[src/logic/cfs_pkg.sv]
/*
  Shared definitions for the converter fault supervisor: register offsets,
  reset values, enable-source codes, fault flag layout, timing figures,
  state encoding and the packed carriers used by the supervisor.
  Assumes a single 125 MHz clock; analog comparators deliver levels.
*/
// How it works
// - Under pin control the output runs only while the enable pin is high.
// - Config 16h follows the pin only; config 1Ah follows the run bit only.
// - Config 1Eh needs bit and pin; 12h always off; 0xh always on.
// - Power-good held low until soft start, released a delay after threshold.
// - Any master fault latches power-good low until a new soft start; a slave releases it once its fault clears.
// - Shared power-good line carries phase faults; slave detection only in run state, after a short grace count.
// - Power-good is clamped low whenever input supply is missing.
// - Alert output is driven whenever any warning flag is stored.
// - Clear-faults command resets every stored warning and fault flag.
// - Under-voltage below 70 percent turns off after 1 ms, hiccups 16 ms.
// - Under-voltage detection arms only 1.5 ms after soft start completes.
// - Over-voltage above 120 percent enters sink mode to pull output down.
// - If sinking reaches the under-voltage level, restart after hiccup delay.
// - No start attempt while over-voltage persists.
// - Over-temperature shuts down; restart automatically once it cools.
// - Excess output current enters the short-circuit condition.
// - Short circuit hiccups repeatedly and resumes by itself once cleared.
// - A slave reports its OV, UV and OT faults by pulling power-good low.
// - The master phase owns start-up, shut-off and protection, except a slave's own OV sink and lockout stop.
// - Start above start threshold, stop below shutdown limit, with hysteresis.
`default_nettype none
package cfs_pkg;
  // Clock and timing figures
  localparam int unsigned CLK_MHZ        = 125;
  localparam int unsigned UV_DEBOUNCE_US = 1000;
  localparam int unsigned HICCUP_US      = 16000;
  localparam int unsigned UV_ARM_US      = 1500;
  localparam int unsigned PG_DELAY_US    = 1000;
  localparam int unsigned UV_DEBOUNCE_CYC = UV_DEBOUNCE_US * CLK_MHZ;
  localparam int unsigned HICCUP_CYC      = HICCUP_US * CLK_MHZ;
  localparam int unsigned UV_ARM_CYC      = UV_ARM_US * CLK_MHZ;
  localparam int unsigned PG_DELAY_CYC    = PG_DELAY_US * CLK_MHZ;
  localparam int unsigned SLAVE_GRACE_CYC = 4;
  localparam int unsigned TW              = 22;

  // Register offsets and reset values
  localparam logic [7:0] ADDR_RUN_CMD = 8'h01;
  localparam logic [7:0] ADDR_ENA_CFG = 8'h02;
  localparam logic [7:0] RUN_CMD_RST  = 8'h00;
  localparam logic [7:0] ENA_CFG_RST  = 8'h16;
  localparam int unsigned RUN_ON_BIT  = 7;

  // Enable-source codes
  localparam logic [7:0] CFG_PIN_ONLY   = 8'h16;
  localparam logic [7:0] CFG_CMD_ONLY   = 8'h1a;
  localparam logic [7:0] CFG_BOTH       = 8'h1e;
  localparam logic [7:0] CFG_ALWAYS_OFF = 8'h12;
  localparam logic [3:0] CFG_ON_HIGH    = 4'h0;

  // Stored flag positions
  localparam int unsigned FLAG_W      = 6;
  localparam int unsigned FLG_LOCKOUT = 0;
  localparam int unsigned FLG_UV      = 1;
  localparam int unsigned FLG_OV      = 2;
  localparam int unsigned FLG_OT      = 3;
  localparam int unsigned FLG_OC      = 4;
  localparam int unsigned FLG_SLAVE   = 5;

  typedef enum logic [2:0] {
    ST_OFF, ST_SOFT, ST_PGWAIT, ST_RUN, ST_SINK, ST_HICCUP, ST_OTWAIT
  } cfs_state_t;

  // Pin levels, all from outside the clock domain
  typedef struct packed {
    logic is_master;
    logic pg_in;
    logic run_in;
    logic enable_pin;
    logic fb_ready;
    logic soft_start_done;
    logic over_current;
    logic over_temperature;
    logic output_over_voltage;
    logic output_under_voltage;
    logic input_lockout;
  } cfs_pins_t;

  // Whole supervisor state
  typedef struct packed {
    cfs_state_t        state;
    logic [TW-1:0]     timer;
    logic [TW-1:0]     arm_cnt;
    logic [TW-1:0]     uv_cnt;
    logic              uv_armed;
    logic              run;
    logic              sink;
    logic              pg_oe;
    logic              alert_oe;
    logic [FLAG_W-1:0] flags;
    logic [7:0]        run_cmd;
    logic [7:0]        ena_cfg;
    logic [7:0]        rdata;
    logic              rvalid;
  } cfs_core_t;
endpackage
`default_nettype wire

[src/logic/cfs_supervisor.sv]
/*
  Converter fault supervisor: enable-source selection, soft-start and
  power-good sequencing, UV/OV/OT/short-circuit protection with hiccup,
  stored flags with alert, and the slave-phase fault reporting path.
  Assumes the serial engine outside presents decoded register accesses
  and a clear-faults strobe on this clock; analog levels arrive async.
*/
`timescale 1ns/1ps
`default_nettype none
module cfs_supervisor #(
  parameter int unsigned UV_DEBOUNCE_CYC = cfs_pkg::UV_DEBOUNCE_CYC,
  parameter int unsigned HICCUP_CYC      = cfs_pkg::HICCUP_CYC,
  parameter int unsigned UV_ARM_CYC      = cfs_pkg::UV_ARM_CYC,
  parameter int unsigned PG_DELAY_CYC    = cfs_pkg::PG_DELAY_CYC
) (
  // Clock and reset
  input  wire logic       clk,
  input  wire logic       rst,
  // Register access from the serial engine
  input  wire logic       reg_wr,
  input  wire logic       reg_rd,
  input  wire logic [7:0] reg_addr,
  input  wire logic [7:0] reg_wdata,
  input  wire logic       clear_faults,
  output var  logic [7:0] reg_rdata,
  output var  logic       reg_rvalid,
  // Analog comparator and strap levels
  input  wire logic       input_lockout,
  input  wire logic       output_under_voltage,
  input  wire logic       output_over_voltage,
  input  wire logic       over_temperature,
  input  wire logic       over_current,
  input  wire logic       soft_start_done,
  input  wire logic       fb_ready,
  input  wire logic       is_master,
  // Host and phase pins
  input  wire logic       enable_pin,
  input  wire logic       run_in,
  input  wire logic       power_good_output_i,
  output var  logic       power_good_output_o,
  output var  logic       power_good_output_oe,
  output var  logic       alert_output_n_o,
  output var  logic       alert_output_n_oe,
  // Power stage control and flags
  output var  logic       converter_run,
  output var  logic       sink_mode,
  output var  logic [5:0] fault_flags
);
  localparam int unsigned TW = cfs_pkg::TW;

  cfs_pkg::cfs_pins_t pins_raw;
  cfs_pkg::cfs_pins_t s;
  cfs_pkg::cfs_core_t core_reg;
  cfs_pkg::cfs_core_t core_next;
  logic [cfs_pkg::FLAG_W-1:0] flag_set;
  logic                       want_on;
  logic                       active;

  // Output on/off decision from the enable-source code
  function automatic logic cfs_want(input logic [7:0] cfg, input logic bit_on,
                                    input logic pin);
    if (cfg == cfs_pkg::CFG_PIN_ONLY) begin
      cfs_want = pin;
    end else if (cfg == cfs_pkg::CFG_CMD_ONLY) begin
      cfs_want = bit_on;
    end else if (cfg == cfs_pkg::CFG_BOTH) begin
      cfs_want = bit_on & pin;
    end else if (cfg[7:4] == cfs_pkg::CFG_ON_HIGH) begin
      cfs_want = 1'b1;
    end else begin
      cfs_want = 1'b0;
    end
  endfunction

  // Pin levels in one carrier
  always_comb begin
    pins_raw.is_master            = is_master;
    pins_raw.pg_in                = power_good_output_i;
    pins_raw.run_in               = run_in;
    pins_raw.enable_pin           = enable_pin;
    pins_raw.fb_ready             = fb_ready;
    pins_raw.soft_start_done      = soft_start_done;
    pins_raw.over_current         = over_current;
    pins_raw.over_temperature     = over_temperature;
    pins_raw.output_over_voltage  = output_over_voltage;
    pins_raw.output_under_voltage = output_under_voltage;
    pins_raw.input_lockout        = input_lockout;
  end

  // Every async level passes two flops before any decision
  cfs_sync #(
    .W ($bits(cfs_pkg::cfs_pins_t))
  ) u_sync (
    .clk (clk),
    .rst (rst),
    .d   (pins_raw),
    .q   (s)
  );

  assign want_on = cfs_want(core_reg.ena_cfg, core_reg.run_cmd[cfs_pkg::RUN_ON_BIT],
                            s.enable_pin);
  assign active  = (core_reg.state == cfs_pkg::ST_SOFT) ||
                   (core_reg.state == cfs_pkg::ST_PGWAIT) ||
                   (core_reg.state == cfs_pkg::ST_RUN);

  // Next state: registers, flags, sequencing and protection
  always_comb begin
    core_next        = core_reg;
    core_next.rvalid = 1'b0;
    flag_set         = '0;

    // Register writes and reads; unmapped reads answer zero
    if (reg_wr && reg_addr == cfs_pkg::ADDR_RUN_CMD) begin
      core_next.run_cmd = reg_wdata;
    end
    if (reg_wr && reg_addr == cfs_pkg::ADDR_ENA_CFG) begin
      core_next.ena_cfg = reg_wdata;
    end
    if (reg_rd) begin
      core_next.rvalid = 1'b1;
      if (reg_addr == cfs_pkg::ADDR_RUN_CMD) begin
        core_next.rdata = core_reg.run_cmd;
      end else if (reg_addr == cfs_pkg::ADDR_ENA_CFG) begin
        core_next.rdata = core_reg.ena_cfg;
      end else begin
        core_next.rdata = 8'h00;
      end
    end

    if (s.is_master) begin
      // Master sequencing and protection for the phase group
      core_next.sink  = 1'b0;
      case (core_reg.state)
        cfs_pkg::ST_OFF: begin
          core_next.run   = 1'b0;
          core_next.pg_oe = 1'b1;
          core_next.timer = '0;
          // Lockout flag carries the start/stop hysteresis of the comparator
          if (want_on && !s.input_lockout && !s.output_over_voltage &&
              !s.over_temperature) begin
            core_next.state    = cfs_pkg::ST_SOFT;
            core_next.run      = 1'b1;
            core_next.uv_armed = 1'b0;
          end
        end
        cfs_pkg::ST_SOFT: begin
          core_next.pg_oe = 1'b1;
          if (s.soft_start_done) begin
            core_next.state   = cfs_pkg::ST_PGWAIT;
            core_next.timer   = '0;
            core_next.arm_cnt = '0;
          end
        end
        cfs_pkg::ST_PGWAIT: begin
          core_next.pg_oe = 1'b1;
          if (s.fb_ready) begin
            core_next.timer = core_reg.timer + TW'(1);
            if (core_reg.timer >= TW'(PG_DELAY_CYC - 1)) begin
              core_next.state = cfs_pkg::ST_RUN;
              core_next.pg_oe = 1'b0;
              core_next.timer = '0;
            end
          end
        end
        cfs_pkg::ST_RUN: begin
          core_next.pg_oe = 1'b0;
          if (core_reg.timer < TW'(cfs_pkg::SLAVE_GRACE_CYC)) begin
            core_next.timer = core_reg.timer + TW'(1);
          end
        end
        cfs_pkg::ST_SINK: begin
          core_next.run   = 1'b0;
          core_next.sink  = 1'b1;
          core_next.pg_oe = 1'b1;
          if (s.output_under_voltage || !s.output_over_voltage) begin
            core_next.state = cfs_pkg::ST_HICCUP;
            core_next.sink  = 1'b0;
            core_next.timer = '0;
          end
        end
        cfs_pkg::ST_HICCUP: begin
          core_next.run   = 1'b0;
          core_next.pg_oe = 1'b1;
          core_next.timer = core_reg.timer + TW'(1);
          if (core_reg.timer >= TW'(HICCUP_CYC - 1)) begin
            core_next.state = cfs_pkg::ST_OFF;
            core_next.timer = '0;
          end
        end
        cfs_pkg::ST_OTWAIT: begin
          core_next.run   = 1'b0;
          core_next.pg_oe = 1'b1;
          if (!s.over_temperature) begin
            core_next.state = cfs_pkg::ST_OFF;
          end
        end
        default: begin
          core_next.state = cfs_pkg::ST_OFF;
          core_next.run   = 1'b0;
          core_next.pg_oe = 1'b1;
        end
      endcase

      // UV arming and debounce only while the output is up
      if (core_reg.state == cfs_pkg::ST_PGWAIT || core_reg.state == cfs_pkg::ST_RUN) begin
        if (core_reg.arm_cnt >= TW'(UV_ARM_CYC - 1)) begin
          core_next.uv_armed = 1'b1;
        end else begin
          core_next.arm_cnt = core_reg.arm_cnt + TW'(1);
        end
      end
      if (core_reg.uv_armed && s.output_under_voltage && active) begin
        core_next.uv_cnt = core_reg.uv_cnt + TW'(1);
      end else begin
        core_next.uv_cnt = '0;
      end

      // Protection while soft-starting or running, over-temperature in any state, highest priority last
      if (active) begin
        if (!want_on) begin
          core_next.state = cfs_pkg::ST_OFF;
          core_next.run   = 1'b0;
          core_next.pg_oe = 1'b1;
        end
        if (core_reg.state == cfs_pkg::ST_RUN && !s.pg_in &&
            core_reg.timer >= TW'(cfs_pkg::SLAVE_GRACE_CYC)) begin
          flag_set[cfs_pkg::FLG_SLAVE] = 1'b1;
          core_next.state = cfs_pkg::ST_HICCUP;
          core_next.timer = '0;
          core_next.run   = 1'b0;
          core_next.pg_oe = 1'b1;
        end
        if (core_reg.uv_armed && s.output_under_voltage &&
            core_reg.uv_cnt >= TW'(UV_DEBOUNCE_CYC - 1)) begin
          flag_set[cfs_pkg::FLG_UV] = 1'b1;
          core_next.state = cfs_pkg::ST_HICCUP;
          core_next.timer = '0;
          core_next.run   = 1'b0;
          core_next.pg_oe = 1'b1;
        end
        if (s.output_over_voltage) begin
          flag_set[cfs_pkg::FLG_OV] = 1'b1;
          core_next.state = cfs_pkg::ST_SINK;
          core_next.run   = 1'b0;
          core_next.sink  = 1'b1;
          core_next.pg_oe = 1'b1;
        end
        if (s.over_current) begin
          flag_set[cfs_pkg::FLG_OC] = 1'b1;
          core_next.state = cfs_pkg::ST_HICCUP;
          core_next.timer = '0;
          core_next.run   = 1'b0;
          core_next.sink  = 1'b0;
          core_next.pg_oe = 1'b1;
        end
      end
      if (s.over_temperature && core_reg.state != cfs_pkg::ST_OTWAIT) begin
        flag_set[cfs_pkg::FLG_OT] = 1'b1;
        core_next.state = cfs_pkg::ST_OTWAIT;
        core_next.run   = 1'b0;
        core_next.sink  = 1'b0;
        core_next.pg_oe = 1'b1;
      end
    end else begin
      // Slave: follows the master's run line and reports its own faults.
      // The synchroniser reads all-zero (slave, no fault) for two edges after
      // reset, so power-good stays pulled low for a short grace count first.
      core_next.state = cfs_pkg::ST_OFF;
      if (core_reg.timer < TW'(cfs_pkg::SLAVE_GRACE_CYC)) begin
        core_next.timer = core_reg.timer + TW'(1);
      end
      core_next.run   = s.run_in & ~s.input_lockout;
      core_next.sink  = s.output_over_voltage;
      core_next.pg_oe = (core_reg.timer < TW'(cfs_pkg::SLAVE_GRACE_CYC)) |
                        s.output_over_voltage | s.output_under_voltage |
                        s.over_temperature;
      flag_set[cfs_pkg::FLG_OV] = s.output_over_voltage;
      flag_set[cfs_pkg::FLG_UV] = s.output_under_voltage;
      flag_set[cfs_pkg::FLG_OT] = s.over_temperature;
    end

    // Missing input supply overrides state, run, sink and power-good
    if (s.input_lockout) begin
      if (s.is_master) begin
        flag_set[cfs_pkg::FLG_LOCKOUT] = core_reg.state != cfs_pkg::ST_OFF;
        core_next.state = cfs_pkg::ST_OFF;
      end
      core_next.run   = 1'b0;
      core_next.sink  = 1'b0;
      core_next.pg_oe = 1'b1;
    end

    // Clearing never loses an event arriving in the same cycle
    core_next.flags = (core_reg.flags & ~{cfs_pkg::FLAG_W{clear_faults}}) |
                      flag_set;
    core_next.alert_oe = |core_next.flags;
  end

  // State register
  always_ff @(posedge clk or posedge rst) begin
    if (rst) begin
      core_reg         <= '0;
      core_reg.state   <= cfs_pkg::ST_OFF;
      core_reg.pg_oe   <= 1'b1;
      core_reg.run_cmd <= cfs_pkg::RUN_CMD_RST;
      core_reg.ena_cfg <= cfs_pkg::ENA_CFG_RST;
    end else begin
      core_reg <= core_next;
    end
  end

  // Outputs straight from the state register; pins are open drain
  assign reg_rdata            = core_reg.rdata;
  assign reg_rvalid           = core_reg.rvalid;
  assign power_good_output_o  = 1'b0;
  assign power_good_output_oe = core_reg.pg_oe;
  assign alert_output_n_o     = 1'b0;
  assign alert_output_n_oe    = core_reg.alert_oe;
  assign converter_run        = core_reg.run;
  assign sink_mode            = core_reg.sink;
  assign fault_flags          = core_reg.flags;
endmodule // cfs_supervisor
`default_nettype wire

[src/logic/cfs_sync.sv]
/*
  Two-flop level synchroniser for a vector of pin inputs.
  Assumes each bit is a slow level; no bus coherency is promised.
*/
`timescale 1ns/1ps
`default_nettype none
module cfs_sync #(
  parameter int unsigned W = 1
) (
  // Clock and reset
  input  wire logic         clk,
  input  wire logic         rst,
  // Levels
  input  wire logic [W-1:0] d,
  output var  logic [W-1:0] q
);
  typedef struct packed {
    logic [W-1:0] s1;
    logic [W-1:0] s2;
  } cfs_sync_st_t;

  cfs_sync_st_t sync_reg;
  cfs_sync_st_t sync_next;

  // First stage feeds only the second stage
  always_comb begin
    sync_next    = sync_reg;
    sync_next.s1 = d;
    sync_next.s2 = sync_reg.s1;
  end

  always_ff @(posedge clk or posedge rst) begin
    if (rst) begin
      sync_reg <= '0;
    end else begin
      sync_reg <= sync_next;
    end
  end

  assign q = sync_reg.s2;
endmodule // cfs_sync
`default_nettype wire

[config.mk]
export PLATFORM = sky130hd
export DESIGN_NAME = cfs_supervisor
export DESIGN_NICKNAME = d
export VERILOG_FILES = /design/src/logic/cfs_pkg.sv /design/src/logic/cfs_supervisor.sv /design/src/logic/cfs_sync.sv
export SDC_FILE = /design/constraint.sdc
export NUM_CORES = 1
export LEC_CHECK = 0
export ABC_AREA = 1
export BUFFER_PORTS_ARGS = -buffer_cell sky130_fd_sc_hd__buf_4
export CAP_MARGIN = 20
export CORE_MARGIN = 3
export CORE_UTILIZATION = 50
export DETAILED_ROUTE_END_ITERATION = 7
export HOLD_SLACK_MARGIN = 0.06
export PLACE_DENSITY = 0.69
export SLEW_MARGIN = 20
export SYNTH_ARGS = -nofsm -noshare
export SYNTH_HDL_FRONTEND = slang
export SYNTH_SLANG_ARGS = --single-unit
[constraint.sdc]
create_clock -name clk -period 4.25 [get_ports clk]
set_clock_uncertainty 0.05 [all_clocks]
set_input_delay 0.85 -clock clk [delete_from_list [all_inputs] [get_ports clk]]
set_output_delay 0.85 -clock clk [all_outputs]
set_load 0.005 [all_outputs]
==> impl_metrics.yaml, run 1 <==
pwr:
  p_leak_nw: 3.98
  p_total_mw: 3.36
  peakVddDrop_uv: 308
  power_density_nw_per_um2: 399
die:
  pin_count: 53
  dieArea_sq_um: 16400
  die_w_um: 128
  coreArea_sq_um: 14600
  initial_core_util_pct: 51.2
  die_height_um: 128
  num_rows: 44
logic_synthesis:
  synth-compound-area-share_pct: 9.94
  synthCells: 1030
  yosys_most_used_dff: "dfrtp_1"
  synth_xor_xnor_area_share_pct: 2.58
  synth_seq_cells: 127
  yosys.area_share.simple_pct: 34.3
  synth.area.mux_share_pct: 0
  seq_area_frac_synth_pct: 42.6
  async_flop_share_pct: 100
  synth_area_per_cell_sq_um: 7.26
  synth_top_family_by_area: "simple AND/OR/NAND/NOR gates"
  synthAdderAreaFrac_pct: 0.670
  yosys_warnings: 0
  yosysUniqueCellTypes: 47
  synth_edf_count: 0
  synthesis.area_sq_um: 7470
placed_design:
  globalplace.congestion: 0.914
  portBuffers: 50
  dp_hpwl_mm: 11.8
flow_run:
  maxCapViolations: 0
clock_tree:
  numCtsBuffers: 17
  h-tree-depth: 4
  cts_setup_buffers: 0
  cts_tree: "built"
  clock_sinks: 127
  clk_pin_slew_ps: 60
  postCtsHoldBufs: 0
  insertion_delay_ps: 430
  cts_resized: 0
  cts-root-buf: "clkbuf_16"
  cts_buffer_depth: 2
grt:
  antenna_found_initial: 0
  grt.total_usage_pct: 22.3
  grt_pass1_vias: 6409
  grt_pass1_wl_mm: 30.2
  grt_max_degree: 65
  gr-total-overflow: 0
route:
  wirelength_mm: 17.1
  drc: 0
  vias: 6670
  drt_iter0_markers: 537
  antenna_left: 0
  wire_per_inst_um: 13.7
  viasPerCell: 5.33
  firstDrtPassIters: 6
min_path:
  min_path_type: "flip-flop to flip-flop"
timing:
  finalHoldViolations: 0
  relSlewSlack_pct: 38.3
  rsz0062_at_grt: "no"
  holdWs_ps: 298
  final.min_clock_period_ps: 2420
  fin_setup_tns_ps: 0
  post-route-period-util_pct: 56.9
  setup-violations-final: 0
  slew_viol_final: 0
  worst_pin_slew_ps: 921
  max_freq_ghz: 0.414
finish:
  synthToLayoutAreaGrowth_pct: 12.8
  largest_reg_flops: 86
  drive_gt1_share_pct: 12.1
  final_util_pct: 57.8
  antennaDiodeCount: 0
  layout_commonest_cell: "nand2_1"
  nFillCells: 1335
  layout.nets: 1091
  final_cell_mix: "nand2_1, dfrtp_1, inv_1"
setup_path:
  critPathRequiredTime_ps: 4560
  arrival_ps: 2730
  cp_max_fo: 22
  start_kind: "flip-flop"
  endpoint_kind: "flip-flop"
  critPathKind: "flip-flop to flip-flop"
run_status:
  status: "complete, no violations"
layout make-up:
cell class	count	area, sq um	area share (%)
clock buffer	18	439	5.21
clock inverter	14	153	1.81
inverter	119	450	5.34
multi-input combinational	736	3550	42.2
sequential	127	3180	37.8
tap	184	230	2.73
timing repair buffer	54	418	4.96
path summary, 6_finish.rpt:
kind	startpoint	endpoint	slack, ps	depth (start not counted)
max	core_reg[103]$_DFF_PP0_	core_reg[97]$_DFF_PP0_	1830	9
min	u_sync.sync_next[6]$_DFF_PP0_	u_sync.q[6]$_DFF_PP0_	300	0
max reg2reg	core_reg[103]$_DFF_PP0_	core_reg[97]$_DFF_PP0_	1830	9
min reg2reg	u_sync.sync_next[6]$_DFF_PP0_	u_sync.q[6]$_DFF_PP0_	300	0
max in group asynchronous	rst	core_reg[13]$_DFFE_PP1P_	2720	3
min in group asynchronous	rst	u_sync.sync_next[4]$_DFF_PP0_	540	2
kinds of logic after synthesis:
kind of cell / count (synthesis)
flops: 127
fa+ha+maj: 4
buf+inv: 168
compound gates: 134
simple gates: 574
xor+xnor: 22
other cells: 1
stage by stage:
stage          setup WS, ps  instances  area (sq um)
5_1_grt                1630       1252          8430
6_report               1830       1252          8430
3_3_place_gp           1830       1220          7840
3_5_place_dp           1790       1220          7840
2_1_floorplan          1790       1031          7480
4_1_cts                1850       1252          8430
Yosys cell counts, types with 2 or more instances:
master / number / area [sq um]
o22ai_1: 2 / 12.5
dfstp_2: 4 / 105
nand3_2: 6 / 60.1
o2111ai_1: 2 / 17.5
nor2_4: 5 / 56.3
o211ai_1: 6 / 45.0
nor3b_1: 2 / 15.0
o21ai_0: 61 / 305
nor3_2: 5 / 50.1
nand3b_1: 2 / 15.0
inv_2: 5 / 18.8
or2_2: 2 / 12.5
ha_1: 4 / 50.1
clkbuf_1: 10 / 37.5
nand2_1: 302 / 1130
nand4_1: 24 / 150
buf_4: 20 / 150
buf_6: 2 / 22.5
xor2_1: 19 / 166
a31oi_1: 10 / 62.6
o21a_1: 2 / 15.0
nor4_1: 4 / 25.0
a21oi_1: 36 / 180
nor3_1: 25 / 125
nor2_2: 7 / 43.8
nor2_1: 94 / 353
dfrtp_1: 123 / 3080
o21ai_1: 5 / 25.0
nand2_2: 4 / 25.0
o31ai_1: 4 / 30.0
buf_2: 15 / 75.1
nand3_1: 88 / 440
xnor2_1: 3 / 26.3
inv_1: 113 / 424
buf_1: 2 / 7.51
worst max-delay path, stage by stage, from the launching register on:
cell	delay (ps)
dfrtp_1	420
nor2_1	230
nand2_1	140
nor3_1	300
nor2_1	80
nand2_1	640
o21ai_0	170
o211ai_1	150
nand2_1	80
nand2_1	70
metal layers:
metal | part of all wire [%] | vias up | global-route usage [%]
met5 | 0 | - | 0
met1 | 49 | 3097 | 32.5
li1 | - | 3377 | -
met2 | 44 | 173 | 33.4
met4 | 1.2 | 0 | 7.05
met3 | 5.1 | 23 | 4.58
power by group:
part	switching, mW	total (mW)	internal (mW)
combinational	0.294	0.473	0.180
clock	0.579	1.47	0.887
sequential	0.115	1.42	1.31
Power figures use the tool's default switching activity.
==> inputs of run 2 (changes only) <==
--- a/config.mk
+++ b/config.mk
@@ -5,14 +5,14 @@
 export SDC_FILE = /design/constraint.sdc
 export NUM_CORES = 1
 export LEC_CHECK = 0
-export ABC_AREA = 1
+export ABC_AREA = 0
 export BUFFER_PORTS_ARGS = -buffer_cell sky130_fd_sc_hd__buf_4
 export CAP_MARGIN = 20
 export CORE_MARGIN = 3
 export CORE_UTILIZATION = 50
 export DETAILED_ROUTE_END_ITERATION = 7
 export HOLD_SLACK_MARGIN = 0.06
-export PLACE_DENSITY = 0.69
+export PLACE_DENSITY = 0.66
 export SLEW_MARGIN = 20
 export SYNTH_ARGS = -nofsm -noshare
 export SYNTH_HDL_FRONTEND = slang
==> constraint.sdc (replaced) <==
create_clock -name clk -period 2.3 [get_ports clk]
set_clock_uncertainty 0.05 [all_clocks]
set_input_delay 0.46 -clock clk [delete_from_list [all_inputs] [get_ports clk]]
set_output_delay 0.46 -clock clk [all_outputs]
set_load 0.005 [all_outputs]
==> impl_metrics.yaml, run 2 <==
run_status:
  status: "complete, but fails checks"
  violations: "negative setup slack"
pwr:
  switchingPower_mw: 1.46
  p_int_mw: 4.55
  power_density_nw_per_um2: 677
  p_leak_nw: 4.06
  p_total_mw: 6.01
  swShare_pct: 24.4
  peakVddDrop_uv: 539
  clockPowerShare_pct: 47.1
  p_comb_share_pct: 12.8
  seqPwrFrac_pct: 40.1
logic_synthesis:
  yosys_warnings: 0
  synth_common_cells: "dfrtp_1, nand2_1, nor2_1"
  synth_seq_cells: 127
  synth_edf_count: 0
  yosys_most_used_dff: "dfrtp_1"
  synth_top_area_share_pct: 46.3
  synth_area_per_cell_sq_um: 9.58
  synth_area_leader_cell: "dfrtp_1"
  synthTopCellsByArea: "dfrtp_1, nand2_1, nand3_1, a21oi_1, nor2_1"
  synthCells: 694
  synthMostInstantiatedCell: "dfrtp_1"
  synthesis.area_sq_um: 6650
  yosysUniqueCellTypes: 79
  seq_area_frac_synth_pct: 47.9
  async_flop_share_pct: 100
timing:
  rsz0062_at_grt: "yes"
  finalHoldViolations: 0
  setup-violations-final: 21
  slew_viol_final: 0
  holdWs_ps: 79.3
  relSlewSlack_pct: 65.5
  final.min_clock_period_ps: 2520
  worst_pin_slew_ps: 516
  post-route-period-util_pct: 109
  max_freq_ghz: 0.398
  setup_ws_ps: -215
route:
  drc: 0
  wirelength_mm: 18.7
  drt_iter0_markers: 739
  firstDrtPassIters: 6
  wire_per_inst_um: 18.3
  viasPerCell: 6.04
  antenna_left: 0
  vias: 6169
  routed-wl-met2_mm: 9.13
  top_layer_used: "met4"
  wl_met3_mm: 1.31
  wl_met1_mm: 7.87
die:
  pin_count: 53
  num_rows: 41
  coreArea_sq_um: 12800
  die_w_um: 121
  dieArea_sq_um: 14700
  initial_core_util_pct: 51.9
  die_height_um: 121
min_path:
  hold_depth: 1
  min_path_type: "input port to flip-flop"
  hold_end: "u_sync.sync_next[10]$_DFF_PP0_"
  worstHoldStart: "is_master"
grt:
  antenna_found_initial: 0
  gr-total-overflow: 0
  grt.total_usage_pct: 25.7
  grt_pass1_wl_mm: 29.8
  grt_pass1_vias: 5887
  grt_max_degree: 56
placed_design:
  portBuffers: 50
  globalplace.congestion: 0.928
  place_ws_ps: -288
  dp_hpwl_mm: 12.7
  dp.cells: 979
finish:
  layout.nets: 873
  final_cell_mix: "buf_4, dfrtp_1, nand2_1"
  layout_commonest_cell: "buf_4"
  antennaDiodeCount: 0
  synthToLayoutAreaGrowth_pct: 33.4
  post_layout_nonfiller_instances: 1022
  largest_reg_flops: 86
  drive_gt1_share_pct: 33.1
clock_tree:
  numCtsBuffers: 17
  clock_sinks: 127
  cts_tree: "built"
  cts_buffer_depth: 2
  h-tree-depth: 4
  clk_pin_slew_ps: 60
  cts-root-buf: "clkbuf_16"
  insertion_delay_ps: 430
setup_path:
  timing.critical_path.slowest_cell_delay_ps: 560
  endpoint_kind: "flip-flop"
  start_kind: "flip-flop"
  r2r_end: "core_reg[85]$_DFF_PP0_"
  critPathRequiredTime_ps: 2620
  path_common_cell: "or4_4"
  critPathKind: "flip-flop to flip-flop"
  r2r_start: "core_reg[92]$_DFF_PP0_"
  r2r_setup_slack_ps: -220
  r2r_cells: 6
  cp_max_fo: 2
  path_cells: "or4_4 -> nor3_4 -> a311oi_2 -> or4_4 -> or4b_1 -> nand3_1"
  cp_slowest_cell: "or4_4"
  arrival_ps: 2830
flow_run:
  maxCapViolations: 0
## run 2: layout make-up
type	count	area, sq um
clock inverter	10	160
tap	172	215
timing repair buffer	172	1400
fill	992	3950
multi-input combinational	499	3380
sequential	127	3180
clock buffer	22	454
inverter	20	81.3
## run 2: power by group through the flow
stage | logic (mW) | registers, mW | clock network (mW)
3_5_place_dp | 0.673 | 2.44 | 0
5_1_grt | 0.832 | 2.42 | 2.96
3_3_place_gp | 0.652 | 2.44 | 0
6_report | 0.767 | 2.41 | 2.83
4_1_cts | 0.743 | 2.41 | 2.86
2_1_floorplan | 0.383 | 2.44 | 0
## run 2: layer usage
layer | track usage, % | vias to the layer above
met4 | 8.68 | 0
met2 | 40.9 | 264
met3 | 6.53 | 27
met5 | 0 | -
li1 | - | 2842
met1 | 34.4 | 3036
## run 2: cell families (layout without fill, tap and decap cells)
family | count (synthesis) | after routing | synth area share, %
AND/OR/NAND/NOR | 288 | 288 | 22.7
AO/OA/AOI/OAI | 170 | 170 | 17.8
flip-flops | 127 | 127 | 47.9
buffers and inverters | 69 | 224 | 5.49
multiplexers | 21 | 21 | 3.46
XOR/XNOR | 14 | 14 | 1.84
adder cells (fa/ha/maj) | 4 | 4 | 0.753
other | 1 | 2 | 0.0564
## run 2: timing repair
item / CTS / global route
hold buffers: 1 / 0
gates resized for setup: 28 / 39
gates cloned: 2 / 0
endpoints found under the setup margin: 26 / 43
setup buffers: 9 / 4
pin swaps: 24 / 21
hold endpoints to repair: 20 / 0
## run 2: critical path: cells and delay by family, from the launching register on
family | cells | cell delay, ps
and+or+nand+nor | 5 | 1870
AOI/OAI and AO/OA | 1 | 140
DFF | 1 | 380
## run 2: worst max path at each step
stage | from | end | slack [ps]
floorplan | core_reg[96]$_DFF_PP0_ | core_reg[85]$_DFF_PP0_ | -320
global placement | core_reg[36]$_DFFE_PP0P_ | core_reg[85]$_DFF_PP0_ | -220
detailed placement | core_reg[36]$_DFFE_PP0P_ | core_reg[85]$_DFF_PP0_ | -290
CTS | core_reg[96]$_DFF_PP0_ | core_reg[85]$_DFF_PP0_ | -170
global route | core_reg[92]$_DFF_PP0_ | core_reg[85]$_DFF_PP0_ | -250
finish | core_reg[92]$_DFF_PP0_ | core_reg[85]$_DFF_PP0_ | -220
## run 2: per-stage QoR
stage / cell area (sq um) / utilization, % / TNS, ps
floorplan: 6690 / - / -947
global placement: 7870 / 61.3 / -705
detailed placement: 7870 / 61.3 / -1610
CTS: 8720 / 68.0 / -2040
global route: 8870 / 69.2 / -3160
finish: 8870 / 69.2 / -1200
==> inputs of run 3 (changes only) <==
==> constraint.sdc (replaced) <==
create_clock -name clk -period 2.8 [get_ports clk]
set_clock_uncertainty 0.05 [all_clocks]
set_input_delay 0.56 -clock clk [delete_from_list [all_inputs] [get_ports clk]]
set_output_delay 0.56 -clock clk [all_outputs]
set_load 0.005 [all_outputs]
==> impl_metrics.yaml, run 3 (same netlist as run 2, synthesis figures left out) <==
clock_tree:
  cts_setup_buffers: 0
  cts-root-buf: "clkbuf_16"
  postCtsHoldBufs: 0
  h-tree-depth: 4
  cts_resized: 0
  clk_pin_slew_ps: 60
  clock_sinks: 127
  cts_tree: "built"
  insertion_delay_ps: 410
  numCtsBuffers: 17
  cts_buffer_depth: 2
route:
  viasPerCell: 5.96
  drt_iter0_markers: 477
  vias: 5571
  firstDrtPassIters: 5
  wire_per_inst_um: 16.8
  drc: 0
  antenna_left: 0
  wirelength_mm: 15.7
min_path:
  worstHoldStart: "output_over_voltage"
  min_path_type: "input port to flip-flop"
finish:
  final_cell_mix: "dfrtp_1, buf_4, nand2_1"
  antennaDiodeCount: 0
  synthToLayoutAreaGrowth_pct: 18.3
  largest_reg_flops: 86
  layout.nets: 785
  layout_commonest_cell: "dfrtp_1"
  final_util_pct: 61.3
  drive_gt1_share_pct: 20.9
  post_layout_nonfiller_instances: 934
  design_area_sq_um: 7870
timing:
  fin_setup_tns_ps: 0
  worst_pin_slew_ps: 650
  finalHoldViolations: 0
  setup_ws_ps: 88.9
  max_freq_ghz: 0.369
  slew_viol_final: 0
  final.min_clock_period_ps: 2710
  post-route-period-util_pct: 96.8
  relSlewSlack_pct: 56.3
  setup-violations-final: 0
  rsz0062_at_grt: "yes"
  holdWs_ps: 201
die:
  die_w_um: 121
  pin_count: 53
  die_height_um: 121
  coreArea_sq_um: 12800
  initial_core_util_pct: 51.9
  num_rows: 41
  dieArea_sq_um: 14700
setup_path:
  arrival_ps: 3010
  start_kind: "flip-flop"
  endpoint_kind: "flip-flop"
  r2r_start: "core_reg[36]$_DFFE_PP0P_"
  critPathRequiredTime_ps: 3100
  critPathKind: "flip-flop to flip-flop"
  cp_max_fo: 5
  crit_start: "core_reg[36]$_DFFE_PP0P_"
grt:
  grt.total_usage_pct: 22.6
  gr-total-overflow: 0
  antenna_found_initial: 0
  grt_pass1_vias: 5458
  grt_max_degree: 102
  grt_pass1_wl_mm: 26.8
placed_design:
  place_ws_ps: 20.1
  dp.cells: 902
  dp_hpwl_mm: 11.1
  placed_area_sq_um: 7230
  portBuffers: 50
  globalplace.congestion: 0.863
pwr:
  clockPowerShare_pct: 48.3
  power_density_nw_per_um2: 603
  p_int_mw: 3.60
  peakVddDrop_uv: 436
  swShare_pct: 24.1
  seqPwrFrac_pct: 42.3
  p_leak_nw: 3.48
  p_total_mw: 4.74
  p_comb_share_pct: 9.5
  switchingPower_mw: 1.14
run_status:
  status: "complete, no violations"
flow_run:
  maxCapViolations: 0
run 3: changes by cell type in the layout (fill, tap and decap cells not counted), moves of 4 or more:
cell        before  now
buf_12           5    1
buf_4          158   83
buf_6            7    0
clkbuf_1         4    0
clkinvlp_4       2    6
o21ai_0         29   33
o32ai_1          0    5
o32ai_2          4    0
run 3: critical path, cell delays in order, from the launching register on:
cell and delay (ps):
dfrtp_1 420, ha_1 260, a2111o_1 470, a211oi_2 310
nor3_2 90, or4_1 440, or4b_1 530, nand3_1 80
run 3: layout make-up:
type                    instances  area [sq um]
clock buffers                  20           467
flip-flops and latches        127          3180
multi-input cells             499          3120
inverters                      20          81.3
clock inverters                12           159
fillers                      1123          4960
repair buffers                 84           643
well taps                     172           215
run 3: layer usage:
metal	track usage (%)	share of wire [%]	vias to the layer above
met3	4.85	4.5	19
met2	36.6	49	129
met4	7.77	1.4	0
li1	-	-	2669
met1	30.2	45	2754
met5	0	0	-
run 3: power groups by stage:
| stage | Clock [mW] | Combinational, mW | Sequential (mW) |
|---|---|---|---|
| 3_5_place_dp | 0 | 0.449 | 2.03 |
| 6_report | 2.29 | 0.449 | 2.00 |
| 4_1_cts | 2.32 | 0.453 | 2.00 |
| 5_1_grt | 2.41 | 0.504 | 2.02 |
| 3_3_place_gp | 0 | 0.430 | 2.03 |
| 2_1_floorplan | 0 | 0.314 | 2.01 |
run 3: final timing paths:
check	cells after the start	end	slack, ps
max	7	core_reg[85]$_DFF_PP0_	90
max reg2reg	7	core_reg[85]$_DFF_PP0_	90
min in group asynchronous	3	core_reg[50]$_DFFE_PP0P_	230
min	1	u_sync.sync_next[2]$_DFF_PP0_	200
max in group asynchronous	3	core_reg[96]$_DFF_PP0_	2000
min reg2reg	0	u_sync.q[9]$_DFF_PP0_	300
